<file path="src/core/sent_pkg.sv">
// Constants and decode helpers for the single-edge nibble transmit framer.
// Assumes a single synchronous clock domain; no bus, all settings are ports.
package sent_pkg;

  localparam int MSG_COUNT      = 21;
  localparam int MSG_IDX_W      = 5;
  localparam int ID_W           = 8;
  localparam int MSG_DATA_W     = 12;
  localparam int CRC6_W         = 6;
  localparam int CRC6_MSG_W     = 24;
  localparam int FRAME_IDX_W    = 5;
  localparam int NIB_W          = 4;
  localparam int DATA_NIB_MAX   = 6;
  localparam int FRAME_NIB_MAX  = 9;

  // Position of bits within the 18-frame serial message, counted from 0
  localparam logic [4:0] FRM_CRC_END  = 5'h06;
  localparam logic [4:0] FRM_ID_HI    = 5'h08;
  localparam logic [4:0] FRM_ZERO_MID = 5'h0C;
  localparam logic [4:0] FRM_ID_LO    = 5'h0D;
  localparam logic [4:0] FRM_LAST     = 5'h11;
  localparam logic [4:0] FRM_ID_HI_OF = 5'h0F;
  localparam logic [4:0] FRM_ID_LO_OF = 5'h10;
  localparam logic [4:0] FRM_DATA_OF  = 5'h11;

  localparam logic [5:0] CRC6_SEED    = 6'h15;
  localparam logic [5:0] CRC6_POLY    = 6'h19;
  localparam logic [3:0] CRC4_SEED    = 4'h5;
  localparam logic [3:0] CRC4_POLY    = 4'hD;

  localparam logic [5:0] LOW_TICKS    = 6'h05;
  localparam logic [5:0] HIGH_BASE    = 6'h07;
  localparam logic [5:0] SYNC_HIGH    = 6'h33;

  localparam int COEFF_SLOTS          = 15;
  localparam int COEFF_AW             = 4;
  localparam logic [4:0] COEFF_FIRST  = 5'h11;

  // Sorted message index of the fixed entries
  localparam logic [4:0] IDX_ERR      = 5'h00;
  localparam logic [4:0] IDX_CONST_LO = 5'h07;
  localparam logic [4:0] IDX_TEMP     = 5'h08;
  localparam logic [4:0] IDX_LOT_HI   = 5'h09;
  localparam logic [4:0] IDX_LOT_LO   = 5'h0A;
  localparam logic [4:0] IDX_YPOS     = 5'h0B;
  localparam logic [4:0] IDX_XPOS     = 5'h0C;
  localparam logic [4:0] IDX_OEM      = 5'h0D;
  localparam logic [4:0] IDX_LAST     = 5'h14;
  localparam logic [4:0] OEM_SLOT_OF  = 5'h06;

  localparam logic [2:0] NIBS_SHORT   = 3'h3;
  localparam logic [2:0] NIBS_MID     = 3'h4;
  localparam logic [2:0] NIBS_LONG    = 3'h6;

  typedef enum logic [1:0] {
    TX_IDLE = 2'b00,
    TX_LOW  = 2'b01,
    TX_HIGH = 2'b10
  } tx_state_e;

  // Message ID sent at each sorted index
  function automatic logic [7:0] msg_id(input logic [4:0] idx);
    logic [7:0] ids [0:20];
    ids = '{8'h01, 8'h03, 8'h05, 8'h06, 8'h07, 8'h08, 8'h09, 8'h0A,
            8'h23, 8'h29, 8'h2A, 8'h2B, 8'h2C, 8'h90, 8'h91, 8'h92,
            8'h93, 8'h94, 8'h95, 8'h96, 8'h97};
    msg_id = (idx <= IDX_LAST) ? ids[idx] : 8'h00;
  endfunction

  // Enable-mask bit that gates each sorted index
  function automatic logic [4:0] msg_en_bit(input logic [4:0] idx);
    if (idx == IDX_ERR) begin
      msg_en_bit = 5'h00;
    end else if (idx <= IDX_CONST_LO) begin
      msg_en_bit = idx + 5'h01;
    end else if (idx == IDX_TEMP) begin
      msg_en_bit = 5'h01;
    end else begin
      msg_en_bit = idx;
    end
  endfunction

  // Next enabled sorted index after cur, wrapping; found is 0 if none
  function automatic logic [5:0] find_next(input logic [20:0] mask,
                                           input logic [4:0]  cur);
    logic [4:0] j;
    find_next = 6'h00;
    j = cur;
    for (int i = 0; i < MSG_COUNT; i++) begin
      j = (j == IDX_LAST) ? 5'h00 : j + 5'h01;
      if (!find_next[5] && mask[msg_en_bit(j)]) begin
        find_next = {1'b1, j};
      end
    end
  endfunction

  function automatic logic [5:0] crc6(input logic [CRC6_MSG_W-1:0] msg);
    logic [5:0] c;
    logic       b;
    c = CRC6_SEED;
    for (int i = CRC6_MSG_W + CRC6_W - 1; i >= 0; i--) begin
      b = (i >= CRC6_W) ? msg[i-CRC6_W] : 1'b0;
      c = {c[4:0], b} ^ (c[5] ? CRC6_POLY : 6'h00);
    end
    crc6 = c;
  endfunction

  // Frames 7 to 18 carry bit 3 and bit 2 as pairs; the CRC runs over them
  // in that sending order, so a receiver can check as it collects
  function automatic logic [5:0] serial_crc(
    input logic [ID_W-1:0]       id,
    input logic [MSG_DATA_W-1:0] data
  );
    logic [MSG_DATA_W-1:0] id_bits;
    logic [CRC6_MSG_W-1:0] msg;
    id_bits = {2'b00, id[7:4], 1'b0, id[3:0], 1'b0};
    msg = '0;
    for (int k = 0; k < MSG_DATA_W; k++) begin
      msg[2*k +: 2] = {id_bits[k], data[k]};
    end
    serial_crc = crc6(msg);
  endfunction

endpackage : sent_pkg

</file>
<file path="src/core/coeff_if.sv">
// Port bundle between the framer and its coefficient slot memory.
// Assumes both ends share the framer clock.
`timescale 1ns/10ps
`default_nettype none

interface coeff_if;
  import sent_pkg::*;
  logic                  wr_en;
  logic [COEFF_AW-1:0]   wr_addr;
  logic [11:0]           wr_data;
  logic [COEFF_AW-1:0]   rd_addr;
  logic [11:0]           rd_data;

  modport owner (output wr_en, output wr_addr, output wr_data,
                 output rd_addr, input rd_data);
  modport mem   (input wr_en, input wr_addr, input wr_data,
                 input rd_addr, output rd_data);
endinterface : coeff_if

`default_nettype wire

</file>
<file path="src/core/sent_serial_framer.sv">
// Transmit framer: serial message in the status nibble, data nibbles, CRC
// and nibble pulse timing. Assumes TICK_I is a one-cycle tick strobe and
// all inputs are synchronous to CLK_SYS_I.
//
// Behaviour
// RQ1: Serial message goes into status nibble only while disable setting is 0.
// RQ2: After reset the sequence starts at the first message, ascends, then wraps.
// RQ3: With the disable setting 1, status bits 3 and 2 are zero.
// RQ4: Bit 3 carries six ones, two zeros, ID high, zero, ID low, zero.
// RQ5: Bit 2 carries the 6-bit CRC for six frames, then 12 data bits.
// RQ6: Each of 21 messages has its own enable bit; disabled ones are skipped.
// RQ7: With interleave set, message 01 precedes every other enabled message.
// RQ8: Message 01 sends error bits 11:0; message 23 temperature bits 15:4.
// RQ9: Constant messages read coefficient slots 17-31; ID messages send 0 & byte.
// RQ10: Constant messages send the slot's contents as read at the message's first frame.
// RQ11: Configurer keeps linearization to slots below the lowest used constant.
// RQ12: 12 or 16 bit measurement in three or four nibbles, MSB nibble first.
// RQ13: Layout selection adds counter, temperature, diagnostic or inverted nibbles.
// RQ14: Frame counter changes in every transmitted frame.
// RQ15: Inverted option sends the one's complement of the first data nibble.
// RQ16: Frame ends with a 4-bit CRC seeded with five.
// RQ17: By default the frame CRC covers data nibbles only.
// RQ18: With include-status set, status nibble enters the CRC first.
// RQ19: Serial CRC uses x^6+x^4+x^3+1 over 24 bits plus six zeros.
// RQ20: Each nibble is 5 ticks low then 7 plus value ticks high.
// RQ21: New serial message content is latched only after 18 frames complete.
// RQ22: Frame CRC uses x^4+x^3+x^2+1 over nibbles in sending order.
// RQ23: With no message enabled, status bits 3 and 2 are zero.
`timescale 1ns/10ps
`default_nettype none

module sent_serial_framer
  import sent_pkg::*;
(
  input  wire logic        CLK_SYS_I,
  input  wire logic        RSTN_I,
  input  wire logic        TICK_I,
  input  wire logic        FRAME_REQ_I,
  input  wire logic        SERIAL_MSG_DISABLE_I,
  input  wire logic [20:0] SERIAL_MSG_ENABLE_MASK_I,
  input  wire logic        STATUS_INTERLEAVE_I,
  input  wire logic        CRC_INCLUDE_STATUS_I,
  input  wire logic [3:0]  DATA_LAYOUT_SEL_I,
  input  wire logic [1:0]  STATUS_BITS_I,
  input  wire logic [15:0] MEASUREMENT_I,
  input  wire logic [7:0]  TEMP_BYTE_I,
  input  wire logic [7:0]  DIAG_BYTE_I,
  input  wire logic [11:0] ERROR_REG_I,
  input  wire logic [15:0] TEMPERATURE_WORD_I,
  input  wire logic [15:0] DIE_LOT_NUMBER_I,
  input  wire logic [7:0]  DIE_X_POSITION_I,
  input  wire logic [7:0]  DIE_Y_POSITION_I,
  input  wire logic        COEFF_WR_I,
  input  wire logic [4:0]  COEFF_SLOT_I,
  input  wire logic [11:0] COEFF_DATA_I,
  output logic             TX_O,
  output logic             BUSY_O,
  output logic             FRAME_DONE_O,
  output logic [3:0]       STATUS_NIBBLE_O,
  output logic [3:0]       CRC_O,
  output logic [7:0]       SERIAL_MSG_ID_O,
  output logic [4:0]       SERIAL_FRAME_IDX_O
);

  coeff_if cif ();

  coeff_mem #(.DEPTH(COEFF_SLOTS)) u_mem (
    .clk_i (CLK_SYS_I),
    .port  (cif)
  );

  // Sequence state
  logic [4:0]  last_idx;
  logic        prev_was_err;
  logic [4:0]  frame_idx;
  logic [7:0]  cur_id;
  logic [11:0] cur_data;
  logic [5:0]  cur_crc;
  logic [11:0] frame_cnt;
  logic [20:0] other_mask;
  logic [5:0]  other_pick;
  logic        send_err;
  logic [4:0]  sel_idx;
  logic        any_en;
  logic        serial_on;
  logic        msg_start;
  logic [11:0] sel_data;
  logic [7:0]  use_id;
  logic [11:0] use_data;
  logic [5:0]  use_crc;
  logic        scn3;
  logic        scn2;
  logic [3:0]  status_nib;

  always_comb begin
    other_mask = SERIAL_MSG_ENABLE_MASK_I;
    if (STATUS_INTERLEAVE_I) begin
      other_mask[0] = 1'b0;
    end
    other_pick = find_next(other_mask, last_idx); // RQ6
    send_err   = STATUS_INTERLEAVE_I && SERIAL_MSG_ENABLE_MASK_I[0] &&
                 (!prev_was_err || !other_pick[5]); // RQ7
    sel_idx    = send_err ? IDX_ERR : other_pick[4:0];
    any_en     = |SERIAL_MSG_ENABLE_MASK_I;
    serial_on  = !SERIAL_MSG_DISABLE_I && any_en; // RQ1 RQ23
    msg_start  = serial_on && (frame_idx == 5'h00);
  end

  // Coefficient slot behind each constant message
  always_comb begin
    cif.wr_en   = COEFF_WR_I && (COEFF_SLOT_I >= COEFF_FIRST);
    cif.wr_addr = COEFF_AW'(COEFF_SLOT_I - COEFF_FIRST);
    cif.wr_data = COEFF_DATA_I;
    if (sel_idx >= IDX_OEM) begin
      cif.rd_addr = COEFF_AW'(sel_idx - OEM_SLOT_OF);
    end else begin
      cif.rd_addr = COEFF_AW'(sel_idx - 5'h01);
    end
  end

  always_comb begin
    if (sel_idx == IDX_ERR) begin
      sel_data = ERROR_REG_I; // RQ8
    end else if (sel_idx == IDX_TEMP) begin
      sel_data = TEMPERATURE_WORD_I[15:4]; // RQ8
    end else if (sel_idx == IDX_LOT_HI) begin
      sel_data = {4'h0, DIE_LOT_NUMBER_I[15:8]}; // RQ9
    end else if (sel_idx == IDX_LOT_LO) begin
      sel_data = {4'h0, DIE_LOT_NUMBER_I[7:0]}; // RQ9
    end else if (sel_idx == IDX_YPOS) begin
      sel_data = {4'h0, DIE_Y_POSITION_I};
    end else if (sel_idx == IDX_XPOS) begin
      sel_data = {4'h0, DIE_X_POSITION_I};
    end else begin
      sel_data = cif.rd_data; // RQ9 RQ10
    end
  end

  // A new message is composed only at its first frame
  always_comb begin
    use_id   = msg_start ? msg_id(sel_idx) : cur_id; // RQ21
    use_data = msg_start ? sel_data : cur_data;
    use_crc  = msg_start ? serial_crc(use_id, use_data) : cur_crc; // RQ19
  end

  // Status bit pattern over the 18 frames
  always_comb begin
    scn3 = 1'b0;
    scn2 = 1'b0;
    if (serial_on) begin
      if (frame_idx < FRM_CRC_END) begin
        scn3 = 1'b1; // RQ4
        scn2 = use_crc[3'(5'h05 - frame_idx)]; // RQ5
      end else begin
        scn2 = use_data[4'(FRM_DATA_OF - frame_idx)]; // RQ5
        if (frame_idx >= FRM_ID_HI && frame_idx < FRM_ZERO_MID) begin
          scn3 = use_id[3'(FRM_ID_HI_OF - frame_idx)]; // RQ4
        end else if (frame_idx >= FRM_ID_LO && frame_idx < FRM_LAST) begin
          scn3 = use_id[3'(FRM_ID_LO_OF - frame_idx)]; // RQ4
        end
      end
    end
    status_nib = {scn3, scn2, STATUS_BITS_I}; // RQ3
  end

  // Data nibble layout, first nibble in the top bits
  logic [23:0] data_nibs;
  logic [2:0]  nib_count;
  logic [11:0] m12;
  always_comb begin
    m12 = MEASUREMENT_I[11:0];
    nib_count = NIBS_LONG;
    case (DATA_LAYOUT_SEL_I)
      4'h1: data_nibs = {m12, TEMP_BYTE_I, frame_cnt[3:0]}; // RQ13
      4'h2: data_nibs = {m12, DIAG_BYTE_I, frame_cnt[3:0]};
      4'h3: data_nibs = {m12, frame_cnt};
      4'h4: data_nibs = {m12, frame_cnt[7:0], ~m12[11:8]}; // RQ15
      4'h5: data_nibs = {m12, ~m12};
      4'h6: begin
        data_nibs = {MEASUREMENT_I, 8'h00}; // RQ12
        nib_count = NIBS_MID;
      end
      4'h7: data_nibs = {MEASUREMENT_I, TEMP_BYTE_I[3:0], TEMP_BYTE_I[7:4]};
      4'h8: data_nibs = {MEASUREMENT_I, DIAG_BYTE_I};
      4'h9: data_nibs = {MEASUREMENT_I, frame_cnt[7:0]};
      default: begin
        data_nibs = {m12, 12'h000}; // RQ12
        nib_count = NIBS_SHORT;
      end
    endcase
  end

  // Frame CRC, augmented by one zero nibble
  logic [3:0] frame_crc;
  always_comb begin
    logic [3:0] c;
    logic [3:0] n;
    c = CRC4_SEED; // RQ16
    n = 4'h0;
    if (CRC_INCLUDE_STATUS_I) begin
      for (int b = 3; b >= 0; b--) begin
        c = {c[2:0], status_nib[b]} ^ (c[3] ? CRC4_POLY : 4'h0); // RQ18
      end
    end
    for (int k = 0; k <= DATA_NIB_MAX; k++) begin
      if (k < int'(nib_count)) begin
        n = data_nibs[23 - 4*k -: 4]; // RQ17
      end else begin
        n = 4'h0;
      end
      if (k <= int'(nib_count)) begin
        for (int b = 3; b >= 0; b--) begin
          c = {c[2:0], n[b]} ^ (c[3] ? CRC4_POLY : 4'h0); // RQ22
        end
      end
    end
    frame_crc = c;
  end

  logic accept;
  assign accept = FRAME_REQ_I && !BUSY_O;
  // Message sequencing
  always_ff @(posedge CLK_SYS_I) begin
    if (!RSTN_I) begin
      last_idx     <= IDX_LAST; // RQ2
      prev_was_err <= 1'b0;
      frame_idx    <= 5'h00;
      cur_id       <= 8'h00;
      cur_data     <= 12'h000;
      cur_crc      <= 6'h00;
    end else if (!serial_on) begin
      frame_idx <= 5'h00;
    end else if (accept) begin
      cur_id    <= use_id;
      cur_data  <= use_data;
      cur_crc   <= use_crc;
      frame_idx <= (frame_idx == FRM_LAST) ? 5'h00 : frame_idx + 5'h01;
      if (msg_start) begin
        prev_was_err <= send_err;
        if (!send_err) begin
          last_idx <= sel_idx; // RQ2
        end
      end
    end
  end

  always_ff @(posedge CLK_SYS_I) begin
    if (!RSTN_I) begin
      frame_cnt <= 12'h000;
    end else if (accept) begin
      frame_cnt <= frame_cnt + 12'h001; // RQ14
    end
  end

  // Nibble pulse generator
  tx_state_e           tx_state;
  logic [35:0]         frame_buf;
  logic [3:0]          nib_left;
  logic [5:0]          tick_left;
  logic                in_sync;
  always_ff @(posedge CLK_SYS_I) begin
    if (!RSTN_I) begin
      tx_state     <= TX_IDLE;
      frame_buf    <= 36'h0;
      nib_left     <= 4'h0;
      tick_left    <= 6'h00;
      in_sync      <= 1'b0;
      TX_O         <= 1'b1;
      BUSY_O       <= 1'b0;
      FRAME_DONE_O <= 1'b0;
    end else begin
      FRAME_DONE_O <= 1'b0;
      case (tx_state)
        TX_IDLE: begin
          if (accept) begin
            frame_buf <= ({status_nib, data_nibs, 8'h00} |
                          (36'(frame_crc) << (28 - 4*int'(nib_count))));
            nib_left  <= 4'(nib_count) + 4'h2;
            in_sync   <= 1'b1;
            tick_left <= LOW_TICKS;
            TX_O      <= 1'b0;
            BUSY_O    <= 1'b1;
            tx_state  <= TX_LOW;
          end
        end
        TX_LOW: begin
          if (TICK_I) begin
            if (tick_left == 6'h01) begin
              TX_O      <= 1'b1;
              tick_left <= in_sync ? SYNC_HIGH
                                   : HIGH_BASE + 6'(frame_buf[35:32]); // RQ20
              tx_state  <= TX_HIGH;
            end else begin
              tick_left <= tick_left - 6'h01; // RQ20
            end
          end
        end
        TX_HIGH: begin
          if (TICK_I) begin
            if (tick_left != 6'h01) begin
              tick_left <= tick_left - 6'h01;
            end else if (nib_left == 4'h0) begin
              BUSY_O       <= 1'b0;
              FRAME_DONE_O <= 1'b1;
              tx_state     <= TX_IDLE;
            end else begin
              if (!in_sync) begin
                frame_buf <= {frame_buf[31:0], 4'h0};
              end
              in_sync   <= 1'b0;
              nib_left  <= nib_left - 4'h1;
              tick_left <= LOW_TICKS;
              TX_O      <= 1'b0;
              tx_state  <= TX_LOW;
            end
          end
        end
        default: tx_state <= TX_IDLE;
      endcase
    end
  end

  always_ff @(posedge CLK_SYS_I) begin
    if (!RSTN_I) begin
      STATUS_NIBBLE_O    <= 4'h0;
      CRC_O              <= 4'h0;
      SERIAL_MSG_ID_O    <= 8'h00;
      SERIAL_FRAME_IDX_O <= 5'h00;
    end else if (accept) begin
      STATUS_NIBBLE_O    <= status_nib;
      CRC_O              <= frame_crc;
      SERIAL_MSG_ID_O    <= serial_on ? use_id : 8'h00;
      SERIAL_FRAME_IDX_O <= frame_idx;
    end
  end

endmodule : sent_serial_framer

`default_nettype wire

</file>
<file path="src/core/coeff_mem.sv">
// Shared coefficient slots that also hold the constant serial messages.
// Assumes one clock; read data is registered, one cycle behind the address.
`timescale 1ns/10ps
`default_nettype none

module coeff_mem
  import sent_pkg::*;
#(
  parameter int DEPTH = COEFF_SLOTS
) (
  input  wire logic clk_i,
  coeff_if.mem      port
);

  logic [11:0] slot [0:DEPTH-1];

  // No reset: contents are loaded by the configuring party
  always_ff @(posedge clk_i) begin
    if (port.wr_en) begin
      slot[port.wr_addr] <= port.wr_data;
    end
  end

  always_ff @(posedge clk_i) begin
    port.rd_data <= slot[port.rd_addr];
  end

endmodule : coeff_mem

`default_nettype wire

</file>
<file path="config.mk">
export PLATFORM = sky130hd
export DESIGN_NAME = sent_serial_framer
export DESIGN_NICKNAME = d
export VERILOG_FILES = /design/src/core/sent_pkg.sv /design/src/core/coeff_if.sv /design/src/core/sent_serial_framer.sv /design/src/core/coeff_mem.sv
export SDC_FILE = /design/constraint.sdc
export NUM_CORES = 1
export LEC_CHECK = 0
export BUFFER_PORTS_ARGS = -buffer_cell sky130_fd_sc_hd__buf_4
export CAP_MARGIN = 10
export CORE_MARGIN = 5
export CORE_UTILIZATION = 45
export CTS_CLUSTER_DIAMETER = 40
export CTS_CLUSTER_SIZE = 8
export DETAILED_ROUTE_END_ITERATION = 16
export GPL_TIMING_DRIVEN = 0
export PLACE_DENSITY = 0.7
export SLEW_MARGIN = 25
export SYNTH_ARGS = -nofsm -noshare
export SYNTH_HDL_FRONTEND = slang
export SYNTH_SLANG_ARGS = --single-unit
</file>
<file path="constraint.sdc">
create_clock -name CLK_SYS_I -period 53.7 [get_ports CLK_SYS_I]
set_input_delay 2.685 -clock CLK_SYS_I [delete_from_list [all_inputs] [get_ports CLK_SYS_I]]
set_output_delay 2.685 -clock CLK_SYS_I [all_outputs]
set_load 0.03 [all_outputs]
</file>
## Word level (Yosys, flattened, before mapping)

Memory sizes are Yosys's and may differ from the RTL's. A register that Yosys moved wholly into a read port is not among the register bits.
Index checks and enable logic that the tools add are counted.

| word-level totals | value |
|---|---|
| register bits after elaboration | 122 |
| bits in latches | 0 |
| memory bits (writable) | 180 |
| ROM bits | 256 |
| output and inout port bits | 24 |
| memories kept | 2 |

| operators by class | value |
|---|---|
| $add $sub $neg | 36 |
| multiply operators | 0 |
| div/mod/pow operators | 0 |
| magnitude comparators | 68 |
| equality and inequality tests | 70 |
| shift-type cells | 1 |
| muxes and demuxes | 293 |
| bitwise logic cells | 67 |
| reduce and logical (&&, ||, !) cells | 93 |

Memories:

| name | depth | width | rd ports | clocked after memory_dff | wr ports | line | source |
|---|---|---|---|---|---|---|---|
| (name not given) | 32 | 8 | 1 | 0 | 0 | sent_pkg.sv:67 | `msg_id = (idx <= IDX_LAST) ? ids[idx] : 8'h00;` |
| u_mem.slot | 15 | 12 | 1 | 1 | 1 | coeff_mem.sv:15 | `logic [11:0] slot [0:DEPTH-1];` |

Operators by type and width:

| operator | number |
|---|---|
| two-way mux 5 bit | 113 |
| case mux 24 bit (9 select lines) | 1 |
| two-way mux 4 bit | 49 |
| two-way mux 36 bit | 5 |
| two-way mux 6 bit | 29 |
| bitwise XOR 6 x 5 -> 6 bit | 27 |
| == test 5 x 4 -> 1 bit (second input constant) | 26 |
| < comparator 5 x 6 -> 1 bit (second input constant) | 21 |
| bitwise XOR 4 bit | 30 |
| adder 5 x 1 -> 5 bit (second input constant) | 23 |
| zero test 5 bit | 23 |
| == test 5 bit (second input constant) | 22 |
| binary-select mux 1 bit (select 5 bit) | 21 |
| <= comparator 5 x 3 -> 1 bit (second input constant) | 21 |
| two-way mux 12 bit | 7 |
| case mux 36 bit (2 select lines) | 1 |
| two-way mux 1 bit | 46 |
| two-way mux 8 bit | 5 |
| bitwise OR 36 bit | 1 |
| left shift 4 x 32 -> 36 bit | 1 |
| logical AND 1 bit | 28 |
| zero test 1 bit | 24 |
| OR reduction 21 bit | 1 |
| AND reduction 5 bit | 4 |
| 62 further kinds | 99 |

## Depth between registers and ports, before layout

| depth | value |
|---|---|
| word-level depth | 213 |
| gate-level depth with buffers | 160 |

## Hierarchy

From an unflattened synthesis, not the netlist that was laid out.

| unflattened totals | value |
|---|---|
| cells, all modules | 3749 |
| area, all modules | 31655.4 um^2 |

By module, submodules not included:

| module | times used | cells an instance | area each (um^2) | sequential area each (um^2) |
|---|---|---|---|---|
| sent_serial_framer | 1 | 3392 | 24384.6 | 2442.3 |
| coeff_mem | 1 | 357 | 7270.7 | 5645.4 |

## Worst setup path after synthesis

No wires, ideal clock.

| path | value |
|---|---|
| kind | register to register |
| start | reg last_idx[0] |
| end | reg frame_buf[4] |
| arrival time | 30.409 ns |
| data required time | 53.577 ns |
| path slack | 23.168 ns |
| stages on the path, launching flop included | 159 |
| period minus slack after synthesis | 30.532 ns |
| cell sequence | dfxtp_1 inv_2 ha_1 nand4b_1 nand2_1 inv_2 ha_1 nand2_1 ha_1 nor2b_1 o2111ai_2 a21oi_2 nor2_1 inv_2 ha_1 nand2_1 a21o_1 buf_6 [123 not listed] xnor3_1 xnor3_2 mux2i_1 xnor2_1 a2111oi_4 o211ai_2 xnor2_1 and2_1 buf_4 xor3_2 xnor2_1 nand2_2 xor2_1 mux2_2 xnor3_1 xnor2_1 a221oi_1 nor2_1 |

| between the ends | value |
|---|---|
| longest elaborated chain between the ends | 195 |
| elaborated cells between the ends (all ways) | 452 |
| classes of those cells | add/sub: 22; order compare: 22; eq/ne: 47; shift: 1; mux: 233; bitwise: 61; reduce/logical: 65; memory: 1 |

Ends and longest elaborated chain:

| item | line | source |
|---|---|---|
| start: declaration | sent_serial_framer.sv:73 | `logic [4:0] last_idx;` |
| start signal: assignment | sent_serial_framer.sv:241 | `last_idx <= sel_idx;` |
| adder 5 x 1 -> 5 bit or == test 5 bit (tied branches) | sent_pkg.sv:90 | `j = (j == IDX_LAST) ? 5'h00 : j + 5'h01;` |
| two-way mux 5 bit (*) | sent_pkg.sv:90 |  |
| branches (longest 66 deep; another with adder 5 x 1 -> 5 bit) | -- |  |
| two-way mux 6 bit (*) | sent_pkg.sv:91 | `if (!find_next[5] && mask[msg_en_bit(j)]) begin` |
| zero test 1 bit | sent_serial_framer.sv:102 | `(!prev_was_err \|\| !other_pick[5]);` |
| logical OR 1 bit | sent_serial_framer.sv:102 |  |
| logical AND 1 bit | sent_serial_framer.sv:101 | `send_err = STATUS_INTERLEAVE_I && SERIAL_MSG_ENABLE_MASK_I[0] &&` |
| two-way mux 5 bit (*) | sent_serial_framer.sv:103 | `sel_idx = send_err ? IDX_ERR : other_pick[4:0];` |
| net sel_idx[0] | sent_serial_framer.sv:83 | `logic [4:0] sel_idx;` |
| [114 not listed] | -- |  |
| bitwise XOR 4 bit | sent_serial_framer.sv:213 | `c = {c[2:0], n[b]} ^ (c[3] ? CRC4_POLY : 4'h0);` |
| two-way mux 4 bit | sent_serial_framer.sv:213 |  |
| bitwise XOR 4 bit | sent_serial_framer.sv:213 |  |
| two-way mux 4 bit (*) | sent_serial_framer.sv:211 | `if (k <= int'(nib_count)) begin` |
| left shift 4 x 32 -> 36 bit (*) | sent_serial_framer.sv:277 | `(36'(frame_crc) << (28 - 4*int'(nib_count))));` |
| bitwise OR 36 bit (*) | sent_serial_framer.sv:276 | `frame_buf <= ({status_nib, data_nibs, 8'h00} \|` |
| two-way mux 36 bit (*) | sent_serial_framer.sv:275 | `if (accept) begin` |
| case mux 36 bit (2 select lines) (*) | sent_serial_framer.sv:273 | `case (tx_state)` |
| end signal: assignment | sent_serial_framer.sv:276 |  |
| end signal: assignment | sent_serial_framer.sv:308 | `frame_buf <= {frame_buf[31:0], 4'h0};` |
| end: declaration | sent_serial_framer.sv:257 | `logic [35:0] frame_buf;` |

Mark *: on every way through the listed nets, which the timed path passes. The select of a mux whose other input is x is not followed.
A chain may end at the register's enable or synchronous reset.

## Worst setup path in the final report

Ends and elaborated chain as after synthesis.

==> qor.yml <==
ant_nets: 0
setup_tns_ps: 0
die_h_um: 275
cp.arrival_ps: 39880
min_delay_worst_endpoint: "cur_id[1]$_SDFFE_PN0P_"
cpMostUsedCell: "ha_1"
synth.distinct_cells: 148
yosys-mux-area-fraction_pct: 9.17
required_ps: 54140
worstHoldPathType: "reg2reg"
num_rows: 97
fin_worst_skew_ps: 29.7
drive_above_1_share_pct: 14.7
ys_warn_count: 0
fin_nets: 4263
max_cap_viol_count: 0
dieArea_um2: 75600
cp-start-kind: "flop"
worstHoldPathCells: 2
synthXorXnorAreaFrac_pct: 5.25
cp_max_fo: 10
netlist_instances: 3864
synth_compound_area_share_pct: 31.1
path_clk_slew_ps: 50
synth_area_um2: 31600
postSynthAreaPerCell_um2: 8.17
rr_endpoint: "frame_buf[4]$_SDFFE_PN0P_"
grt_remaining_overflow: 0
cts.sinks: 314
numCtsBuffers: 47
antenna_found_initial: 0
hold_start: "cur_id[1]$_SDFFE_PN0P_"
routabilityCongestion: 0.981
worst_pin_slew_ps: 1150
cts_root_buf: "clkbuf_16"
rsz0062_at_grt: "false"
end_kind: "flop"
first_pass_iters: 8
synthSimpleGateAreaFrac_pct: 21.7
clockBufferDepth: 3
path_buf_inv: 35
postSynth.asyncResetShare_pct: 0
mappedNetlistNets: 4056
slew_viol_final: 0
rr_worst_depth: 157
r2r-start: "last_idx[0]$_SDFFE_PN0P_"
start_util_pct: 45.3
synthAdderAreaFrac_pct: 1.90
wl_per_cell_um: 22.5
drc_errors: 0
maxSlewHeadroom_pct: 23.1
synthFlopType: "edfxtp_1"
final_cell_mix: "nand2_1 (463), nor2_1 (342), a21oi_1 (262)"
fin_crit_ps: 39440
synth_top_family_by_area: "compound AO/OA/AOI/OAI gates"
coreArea_um2: 69800
final_common_cell: "nand2_1"
crit_type: "reg2reg"
cts_resized: 0
ys_seq_elements: 314
crit_family: "compound AO/OA/AOI/OAI gates"
dp_hpwl_mm: 84.6
htreeDepth: 2
clkLatencyLatePin_ps: 570
ys_seq_area_share_pct: 25.6
grt_first_pass_wirelength_mm: 175
hold_viol_final: 0
slowest_delay_ps: 590
cts_tree: "yes"
area_delta_synth_final_pct: 12.0
status: "completed"
track_usage_pct: 28.4
fin_crit_sh_pct: 73.4
cts_setup_buffers: 0
diodes: 0
via_per_inst: 6.61
place_ws_ps: 15320
ios: 168
crit_slowest_cell: "o21ai_1"
grt_pass1_vias: 30600
setup_ws_ps: 14260
die_w_um: 275
finalSetupViolCount: 0
io_buffers: 154
synth_edf_count: 180
first_iter_violations: 3922
routed_wl_mm: 113
max_freq_mhz: 25.4
postCtsHoldBufs: 0
r2r_slack_ps: 14260
grt_max_degree: 16
vias: 33300
[stage by stage]
step | instance area, um2 | utilization [%] | hold slack (ps) | instances
global route | 35400 | 50.7 | 484 | 5039
detailed placement | 34000 | 48.7 | 451 | 4962
finish | 35400 | 50.7 | 463 | 5039
global placement | 33900 | 48.6 | 447 | 4958
CTS | 35400 | 50.7 | 464 | 5039
floorplan | 31600 | - | 441 | 3864
[tightest hold or removal path: cells and delay by family (launching register included)]
family             cells  cell delay (ps)
and+or+nand+nor        1               50
DFF                    1              300
AOI/OAI and AO/OA      1               60
[cells by family (layout without fill, tap and decap cells)]
logic type                 Yosys count  count (layout)
muxes                              210             210
DFF                                314             314
and+or+nand+nor                   1421            1421
xor gates and xnor gates           161             161
AOI/OAI and AO/OA                 1369            1369
buffers and inverters              341             576
adders and majority gates           48              48
[metal layers]
metal	wire length (um)	global-route usage, %	vias up
met5	0	0	-
met4	4050	9.87	0
met3	10700	4.39	276
met1	47500	39.4	15900
met2	51100	45.4	1960
li1	-	-	15200
[cells in the mapped netlist (25+ instances only)]
cell	instances	area, um2
a211oi_1	92	691
a21boi_0	47	353
a21o_1	29	218
a21oi_1	262	1310
a31oi_1	58	363
and2_1	59	369
and3_1	49	307
buf_2	43	215
buf_4	36	270
clkbuf_1	124	465
dfxtp_1	134	2680
edfxtp_1	180	5410
ha_1	48	601
inv_1	78	293
mux2i_1	123	1230
mux4_2	60	1350
nand2_1	463	1740
nand2b_1	39	244
nand3_1	97	485
nand4_1	33	206
nor2_1	354	1330
nor2b_1	54	338
nor3_1	109	546
o211a_1	26	260
o211ai_1	87	653
o21a_1	29	218
o21ai_0	252	1260
o21ai_1	31	155
o22ai_1	45	282
o31ai_1	25	188
or3_1	33	206
xnor2_1	110	963
xor2_1	31	272
[sequential cells by signal, indices dropped and copies added, names as in the netlist, 5 cells and up]
signal / flops
frame_idx: 5
SERIAL_MSG_ID_O: 8
cur_id: 8
cur_data: 12
SERIAL_FRAME_IDX_O: 5
tick_left: 6
u_mem.slot: 180
frame_buf: 36
last_idx: 5
cur_crc: 6
u_mem.port.rd_data: 12
frame_cnt: 12
[cell type report]
class | count | area (um2)
clock buffer | 71 | 1300
timing repair buffer | 158 | 1190
inverter | 94 | 353
fill | 6763 | 34400
multi-input combinational | 3209 | 21900
buffer | 247 | 1330
clock inverter | 6 | 73.8
tap | 940 | 1180
sequential | 314 | 8090
[how the worst max path moves through the flow]
stage                     cells past startpoint  slack (ps)                startpoint                    endpoint
final                                       157       14260  last_idx[0]$_SDFFE_PN0P_   frame_buf[4]$_SDFFE_PN0P_
after global routing                        155       11740  last_idx[0]$_SDFFE_PN0P_  frame_buf[19]$_SDFFE_PN0P_
after CTS                                   155       15160  last_idx[0]$_SDFFE_PN0P_   frame_buf[4]$_SDFFE_PN0P_
after detailed placement                    157       15320  last_idx[0]$_SDFFE_PN0P_   frame_buf[4]$_SDFFE_PN0P_
after global placement                      155       15420  last_idx[0]$_SDFFE_PN0P_   frame_buf[4]$_SDFFE_PN0P_
after floorplan                             158       23170  last_idx[0]$_SDFFE_PN0P_   frame_buf[4]$_SDFFE_PN0P_
Power is not shown: default switching activity piles up to over one toggle a cycle in this logic, so the estimate is an artifact.
